File: src/include/ddrcad_pkg.sv
// Package of constants and types for the DDR command/address decoder.
// What this block does
// - Chip select falls, clock low: header starts
// - Header is six bytes on six edges
// - Bytes arrive MSB first, bit n on line n
// - Header bit 47 high means read
// - Header bit 46 high selects register space
// - Header bit 45 high selects linear burst
// - Header bits 44..16 are address 31..3
// - Header bits 15..3 are ignored
// - Header bits 2..0 are address 2..0
// - Upper address picks eight-word half-page
// - Page crossing may add strobe latency
// - Row crossing may add strobe latency
// - Access timing starts after row bits captured
// - Linear reads interleave consecutive half-page fetches
// - Header sampled through two-flop synchronisers on each clock edge
// - Strobe driven during header shows refresh latency
// - Chip select high aborts and rearms
package ddrcad_pkg;

	// ==========================================================
	// Header layout
	// ==========================================================
	localparam int HDR_BITS = 48;
	localparam int HDR_BYTES = 6;
	localparam int BIT_DIR = 47;
	localparam int BIT_SPACE = 46;
	localparam int BIT_BURST = 45;
	localparam int ROW_MSB = 44;
	localparam int ROW_LSB = 16;
	localparam int LOW_MSB = 2;
	localparam int ADDR_BITS = 32;
	localparam int HALF_PAGE_LSB = 3;
	localparam int PAGE_LSB = 4;
	localparam logic [2:0] LAST_BYTE = 3'h5;
	localparam logic [2:0] ROW_DONE_BYTE = 3'h3;
	localparam int SYNC_STAGES = 2;

	// ==========================================================
	// Types
	// ==========================================================
	typedef enum logic [1:0] {
		ST_IDLE = 2'b00,
		ST_HDR = 2'b01,
		ST_BODY = 2'b11
	} ddrcad_state_e;

	typedef struct packed {
		logic rd;
		logic reg_space;
		logic linear;
		logic [ADDR_BITS-1:0] word_addr;
	} ddrcad_cmd_s;

endpackage

File: src/ddrcad_decoder.sv
// Command/address header decoder for a DDR octal pseudo-static RAM.
module ddrcad_decoder import ddrcad_pkg::*; #(
	parameter int ROW_WORD_BITS = 10
) (
	input wire logic I_CLK,
	input wire logic I_RST,
	input wire logic I_CS_N,
	input wire logic I_CK,
	input wire logic [7:0] I_DQ,
	input wire logic I_REFRESH_PENDING,
	input wire logic I_WORD_STEP,
	output logic O_RW_DATA_STROBE,
	output logic O_RW_DATA_STROBE_OE,
	output logic O_ROW_START,
	output logic O_CMD_VALID,
	output ddrcad_cmd_s O_CMD,
	output logic O_PAGE_CROSS,
	output logic O_ROW_CROSS,
	output logic O_FETCH_REQ,
	output logic [ADDR_BITS-HALF_PAGE_LSB-1:0] O_FETCH_HALF_PAGE,
	output logic O_BUSY
);

	// ==========================================================
	// Pin synchronisation and edge finding
	// ==========================================================
	logic [9:0] sync_w;
	logic cs_act_s, cs_n_s, ck_s;
	logic [7:0] dq_s;

	// Chip select is synchronised active high so that the chain's reset
	// value means deselected; otherwise reset would look like a fall.
	ddrcad_sync #(.WIDTH(10)) u_sync (
		.i_clk(I_CLK),
		.i_rst(I_RST),
		.i_async({~I_CS_N, I_CK, I_DQ}),
		.o_sync(sync_w)
	);
	assign {cs_act_s, ck_s, dq_s} = sync_w;
	assign cs_n_s = ~cs_act_s;

	logic cs_n_prev_q, ck_prev_q;
	always_ff @(posedge I_CLK) begin
		if (I_RST) begin
			cs_n_prev_q <= 1'b1;
			ck_prev_q <= 1'b0;
		end else begin
			cs_n_prev_q <= cs_n_s;
			ck_prev_q <= ck_s;
		end
	end

	// Data and clock share the same sync delay, so centred bytes are
	// still stable when the delayed clock edge is seen.
	wire start_w = cs_n_prev_q & ~cs_n_s & ~ck_s;
	wire ck_edge_w = ck_s ^ ck_prev_q;
	wire abort_w = cs_n_s;

	// ==========================================================
	// Header state machine
	// ==========================================================
	ddrcad_state_e state_q, state_d;
	logic [2:0] cnt_q;
	logic [HDR_BITS-9:0] hdr_q;
	wire in_hdr_w = (state_q == ST_HDR);
	wire take_w = in_hdr_w & ck_edge_w & ~abort_w;
	wire last_w = take_w & (cnt_q == LAST_BYTE);
	wire row_done_w = take_w & (cnt_q == ROW_DONE_BYTE);
	wire [HDR_BITS-1:0] hdr_full_w = {hdr_q, dq_s};

	always_comb begin
		state_d = state_q;
		case (state_q)
			ST_IDLE: begin
				if (start_w) begin
					state_d = ST_HDR;
				end
			end
			ST_HDR: begin
				if (abort_w) begin
					state_d = ST_IDLE;
				end else if (last_w) begin
					state_d = ST_BODY;
				end
			end
			ST_BODY: begin
				if (abort_w) begin
					state_d = ST_IDLE;
				end
			end
			default: begin
				state_d = ST_IDLE;
			end
		endcase
	end

	always_ff @(posedge I_CLK) begin
		if (I_RST) begin
			state_q <= ST_IDLE;
			cnt_q <= '0;
			hdr_q <= '0;
		end else begin
			state_q <= state_d;
			if (start_w) begin
				cnt_q <= '0;
			end else if (take_w) begin
				cnt_q <= cnt_q + 3'h1;
				hdr_q <= hdr_full_w[HDR_BITS-9:0];
			end
		end
	end

	// ==========================================================
	// Decoded command
	// ==========================================================
	// Bits 15..3 are reserved and simply dropped here.
	wire [ADDR_BITS-1:0] addr_w = {hdr_full_w[ROW_MSB:ROW_LSB],
		hdr_full_w[LOW_MSB:0]};

	ddrcad_cmd_s cmd_q;
	logic valid_q, row_start_q;
	always_ff @(posedge I_CLK) begin
		if (I_RST) begin
			cmd_q <= '0;
			valid_q <= 1'b0;
			row_start_q <= 1'b0;
		end else begin
			valid_q <= last_w;
			row_start_q <= row_done_w;
			if (last_w) begin
				cmd_q.rd <= hdr_full_w[BIT_DIR];
				cmd_q.reg_space <= hdr_full_w[BIT_SPACE];
				cmd_q.linear <= hdr_full_w[BIT_BURST];
				cmd_q.word_addr <= addr_w;
			end
		end
	end

	// ==========================================================
	// Refresh latency indication on the strobe
	// ==========================================================
	logic rw_data_strobe_q, rw_data_strobe_oe_q;
	always_ff @(posedge I_CLK) begin
		if (I_RST) begin
			rw_data_strobe_q <= 1'b0;
			rw_data_strobe_oe_q <= 1'b0;
		end else begin
			rw_data_strobe_oe_q <= (state_d == ST_HDR);
			if (start_w) begin
				rw_data_strobe_q <= I_REFRESH_PENDING;
			end
		end
	end

	// ==========================================================
	// Burst address walk, page and row crossings
	// ==========================================================
	// The pointer starts at the decoded word and advances once per word
	// the datapath reports; wrapped bursts step it too without wrapping, but flag no crossings and no fetch after the one at header end.
	logic [ADDR_BITS-1:0] ptr_q;
	logic page_x_q, row_x_q, fetch_q;
	logic [ADDR_BITS-HALF_PAGE_LSB-1:0] fetch_hp_q;
	wire [ADDR_BITS-1:0] ptr_nx_w = ptr_q + 32'h1;
	wire step_w = (state_q == ST_BODY) & I_WORD_STEP & ~abort_w;
	wire lin_step_w = step_w & cmd_q.linear;
	wire page_hit_w = (ptr_nx_w[PAGE_LSB-1:0] == '0);
	wire row_hit_w = (ptr_nx_w[ROW_WORD_BITS-1:0] == '0);
	wire half_hit_w = (ptr_nx_w[HALF_PAGE_LSB-1:0] == '0);

	always_ff @(posedge I_CLK) begin
		if (I_RST) begin
			ptr_q <= '0;
			page_x_q <= 1'b0;
			row_x_q <= 1'b0;
			fetch_q <= 1'b0;
			fetch_hp_q <= '0;
		end else begin
			page_x_q <= lin_step_w & page_hit_w;
			row_x_q <= lin_step_w & row_hit_w;
			fetch_q <= last_w | (lin_step_w & half_hit_w);
			if (last_w) begin
				ptr_q <= addr_w;
				fetch_hp_q <= addr_w[ADDR_BITS-1:HALF_PAGE_LSB];
			end else if (step_w) begin
				ptr_q <= ptr_nx_w;
				if (cmd_q.linear & half_hit_w) begin
					// Always the half-page after the last one fetched,
					// so no half-page of a linear burst is skipped.
					fetch_hp_q <= fetch_hp_q + 29'h1;
				end
			end
		end
	end

	assign O_RW_DATA_STROBE = rw_data_strobe_q;
	assign O_RW_DATA_STROBE_OE = rw_data_strobe_oe_q;
	assign O_ROW_START = row_start_q;
	assign O_CMD_VALID = valid_q;
	assign O_CMD = cmd_q;
	assign O_PAGE_CROSS = page_x_q;
	assign O_ROW_CROSS = row_x_q;
	assign O_FETCH_REQ = fetch_q;
	assign O_FETCH_HALF_PAGE = fetch_hp_q;
	assign O_BUSY = (state_q != ST_IDLE);
endmodule // ddrcad_decoder

File: src/ddrcad_sync.sv
// Two-flop synchroniser for a group of pins from outside the clock domain.
module ddrcad_sync import ddrcad_pkg::*; #(
	parameter int WIDTH = 10
) (
	input wire logic i_clk,
	input wire logic i_rst,
	input wire logic [WIDTH-1:0] i_async,
	output logic [WIDTH-1:0] o_sync
);

	// ==========================================================
	// One two-stage chain per bit
	// ==========================================================
	genvar g;
	generate
		for (g = 0; g < WIDTH; g++) begin : g_bit
			logic [SYNC_STAGES-1:0] chain_q;
			always_ff @(posedge i_clk) begin
				if (i_rst) begin
					chain_q <= '0;
				end else begin
					chain_q <= {chain_q[SYNC_STAGES-2:0], i_async[g]};
				end
			end
			assign o_sync[g] = chain_q[SYNC_STAGES-1];
		end
	endgenerate

endmodule // ddrcad_sync

File: config.mk
export PLATFORM = sky130hd
export DESIGN_NAME = ddrcad_decoder
export DESIGN_NICKNAME = d
export VERILOG_FILES = /design/src/include/ddrcad_pkg.sv /design/src/ddrcad_decoder.sv /design/src/ddrcad_sync.sv
export SDC_FILE = /design/constraint.sdc
export NUM_CORES = 1
export LEC_CHECK = 0
export BUFFER_PORTS_ARGS = -buffer_cell sky130_fd_sc_hd__buf_2
export CORE_ASPECT_RATIO = 1.75
export CORE_MARGIN = 4
export CORE_UTILIZATION = 57
export DETAILED_ROUTE_END_ITERATION = 6
export HOLD_SLACK_MARGIN = 0.03
export PLACE_DENSITY = 0.8
export RECOVER_POWER = 25
export SYNTH_ARGS = -nofsm -noshare
export SYNTH_HDL_FRONTEND = slang
export SYNTH_HIERARCHICAL = 1
export SYNTH_SLANG_ARGS = --single-unit
File: constraint.sdc
create_clock -name I_CLK -period 2.56 [get_ports I_CLK]
set_input_delay 0.256 -clock I_CLK [delete_from_list [all_inputs] [get_ports I_CLK]]
set_output_delay 0.256 -clock I_CLK [all_outputs]
set_load 0.005 [all_outputs]
==> metrics.md <==
| Metric | Value |
|---|---|
| Critical Path Max Stage Delay | 510 ps |
| CTS tree | done |
| CP Launch Type | flop |
| R2R cell count | 6 |
| Chip height | 143 um |
| # fillers | 824 |
| Crit path max-delay cell type | or4_1 |
| Pre-CTS setup slack | 321 ps |
| Total Routing Usage GR | 25.7% |
| Status | finished with violations |
| Distinct cells, synth | 46 |
| Number of synthesized flops with an enable pin | 0 |
| Buf+Inv Stages, Crit Path | 1 |
| Die Width | 85.3 um |
| Final Max Tran Viols | 42 |
| Crit Path Class | flop to flop |
| I/O pin count | 86 |
| Kind of end point of the critical path | flop |
| GR Overflow Total | 0 |
| Clock Pin Slew Worst Setup and Hold Paths | 60 ps |
| Root buf cell | clkbuf_16 |
| Clock Skew | 5.86 ps |
| Antenna Nets Post-Route | 0 |
| Clk_lat worst skew | 420 ps |
| DRC viols | 0 |
| Core Area | 0.0102 sq mm |
| Mean Syn Cell Area | 8.40 sq um |
| Levels on crit path | 6 |
| Critical path's top delay family | simple AND/OR/NAND/NOR gates |
| WHS | 45.8 ps |
| R2r setup slk | 260 ps |
| Layout Utilization | 67.8% |
| Vias per cell | 5.81 |
| Setup TNS | 0 ps |
| CTS buffer count | 17 |
| Headroom to the max-slew limit | -38.5% |
| Initial antenna violation count | 0 |
| Area grow syn2layout | 16.4% |
| # H-tree levels | 4 |
| Peak Freq | 436 MHz |
| Yosys top cell by area | dfxtp_1 |
| Critical Path RT | 2880 ps |
| HPWL Detailed | 10700 um |
| Worst hold-check path type | primary input to flop |
| Leakage | 0.00257 uW |
| Primary FF master, synth | dfxtp_1 |
| VDD IR-drop max | 0.566 mV |
| Gpl congestion | 0.910 |
| Top-count cell post-synth | nand2_1 |
| Max Cap Viol | 1 |
| Setup bufs post-CTS | 0 |
| Synth cell count leaders | 179 x nand2_1, 148 x dfxtp_1, 89 x a21oi_1 |
| Ys Warns | 6 |
| DR pass1 iterations | 6 |
| CTS Buffer Depth | 2 |
| Vias in the first global route | 5052 |
| Share of cells above drive strength 1 | 17.7% |
| Slew of the pin with the lowest slew margin | 2080 ps |
| Hold Vio Cnt, Final | 0 |
| Largest cells by area after synthesis | dfxtp_1 50%, nand2_1 11%, a21oi_1 7.5% |
| Multi-input logic area | 0.00267 sq mm |
| CTS Sinks | 148 |
| Post-synth ARST share | 0% |
| P per Cell Area | 692 mW/mm^2 |
| Crit path DAT | 2610 ps |
| Top cell type's share of synthesized area | 49.7% |
| Register area share after synthesis | 49.7% |
| Die area | 0.0122 sq mm |
| Site row count | 49 |
| Crit-path max FO | 17 |
| Ant. Diodes | 0 |
| Failing checks | max-capacitance violations, max-slew violations |
| Post-synthesis cell count | 709 |
| Worst path cell trace | ha_1 > xor2_1 > or3_1 > buf_4 > or4_1 > a31oi_1 |
| Worst hold path cell count | 2 |
| Min Clock Period, post-route | 2300 ps |
| Setup WS post-layout | 264 ps |
| Port Buffers | 85 |
| Largest net degree at the start of global routing | 103 |
| First-pass GRT wire length | 24600 um |
| Post-synthesis register bit count | 148 |
| Register Area | 0.00296 sq mm |
| Synthesized cell area | 0.00596 sq mm |
| Routed WL | 15300 um |
| Post-Syn Nets | 729 |
| Post-CTS Resized | 0 |
| Total number of vias | 5308 |
| DRC marker count from the first detailed-route iteration | 395 |
| Avg WL per Cell | 16.7 um |
| Initial core utilization | 58.2% |
| RSZ-0062 raised after global routing | false |
| Post-CTS Hold Buffers | 0 |
| Nets | 794 |
| Final setup vio count | 0 |
| Crit share post-route | 89.7% |
worst reg2reg max path: cells and delay by family (launching register included):
kind | cells | cell delay [ps]
compound gates | 1 | 160
xor+xnor | 1 | 180
fa+ha+maj | 1 | 270
buf+inv | 1 | 250
flops | 1 | 350
simple gates | 2 | 990
state kept, by name (all words and copies together) (netlist names):
name / cells
state_q: 2
O_FETCH_HALF_PAGE: 29
O_FETCH_REQ: 1
hdr_q: 40
ck_prev_q: 1
O_RW_DATA_STROBE: 1
ptr_q: 10
O_ROW_CROSS: 1
O_CMD: 35
O_RW_DATA_STROBE_OE: 1
O_CMD_VALID: 1
cnt_q: 3
O_PAGE_CROSS: 1
u_sync/g_bit.chain_q: 20
O_ROW_START: 1
cs_n_prev_q: 1
per-layer routing:
metal  vias to the layer above  global-route usage, %  part of all wire [%]
li1                       2579                      -                     -
met1                      2505                   26.0                    35
met2                       189                   47.3                    54
met3                        35                   6.00                   5.4
met4                         0                   14.9                   5.0
met5                         -                      0                     0
stage by stage:
step / power, uW / std cells / cell area, sq um
after floorplan: 2450 / 709 / 5960
after global placement: 2460 / 882 / 6410
after detailed placement: 2460 / 882 / 6410
after CTS: 4830 / 914 / 6990
after global routing: 4950 / 914 / 6940
final: 4800 / 914 / 6940
cell usage in the layout (no fill, tap or decap), drive strengths merged:
cell	netlist	final
or2b	1	1
a211oi	3	3
a21oi	89	89
and3b	1	1
nand2b	1	1
mux2	4	4
nand2	179	179
inv	11	15
dfxtp	148	148
nand4	12	12
and2	4	4
a41oi	4	4
clkinv	0	5
and3	8	8
a31oi	36	36
or4	7	7
o311ai	4	4
bufinv	0	1
xor2	6	6
clkbuf	37	38
nand3b	2	2
nor4b	3	3
buf	17	82
nand3	17	17
or2	4	4
ha	6	6
nor2	20	20
a22o	1	1
o211ai	3	3
and4	3	3
nor2b	22	22
clkinvlp	0	2
o21ai	23	23
nor3	9	9
a311oi	1	1
nor4	6	6
or3	12	12
xnor2	3	3
o31a	2	2
worst paths after layout:
kind,startpoint,end
worst max-delay path,ptr_q[0],O_FETCH_HALF_PAGE[13]
worst min-delay path,I_DQ[5],u_sync/g_bit[5].chain_q[0]
worst max register to register,ptr_q[0],O_FETCH_HALF_PAGE[13]
worst min register to register,u_sync/g_bit[5].chain_q[1],hdr_q[5]
layout make-up:
cell class / count / area share (%)
clock buffers: 20 / 6.58
clock inverters: 12 / 1.77
inverters: 11 / 0.595
multi-input cells: 496 / 38.4
flip-flops and latches: 148 / 42.7
well taps: 127 / 2.29
repair buffers: 100 / 7.61
logic make-up after synthesis:
logic type,after synthesis,share of synthesized area (%)
XOR/XNOR,9,1.32
flip-flops,148,49.7
AND/OR/NAND/NOR,311,26.0
multiplexers,4,0.756
AO/OA/AOI/OAI,166,15.7
buffers and inverters,65,5.17
adder cells (fa/ha/maj),6,1.26
power breakdown:
group	leakage, uW	total [uW]	switching (uW)	internal (uW)
logic	0.00109	76.7	49.0	27.7
registers	0.00120	2330	6.98	2320
clock network	0.000280	2400	990	1410
No activity file was read; power rests on OpenSTA's default activity.
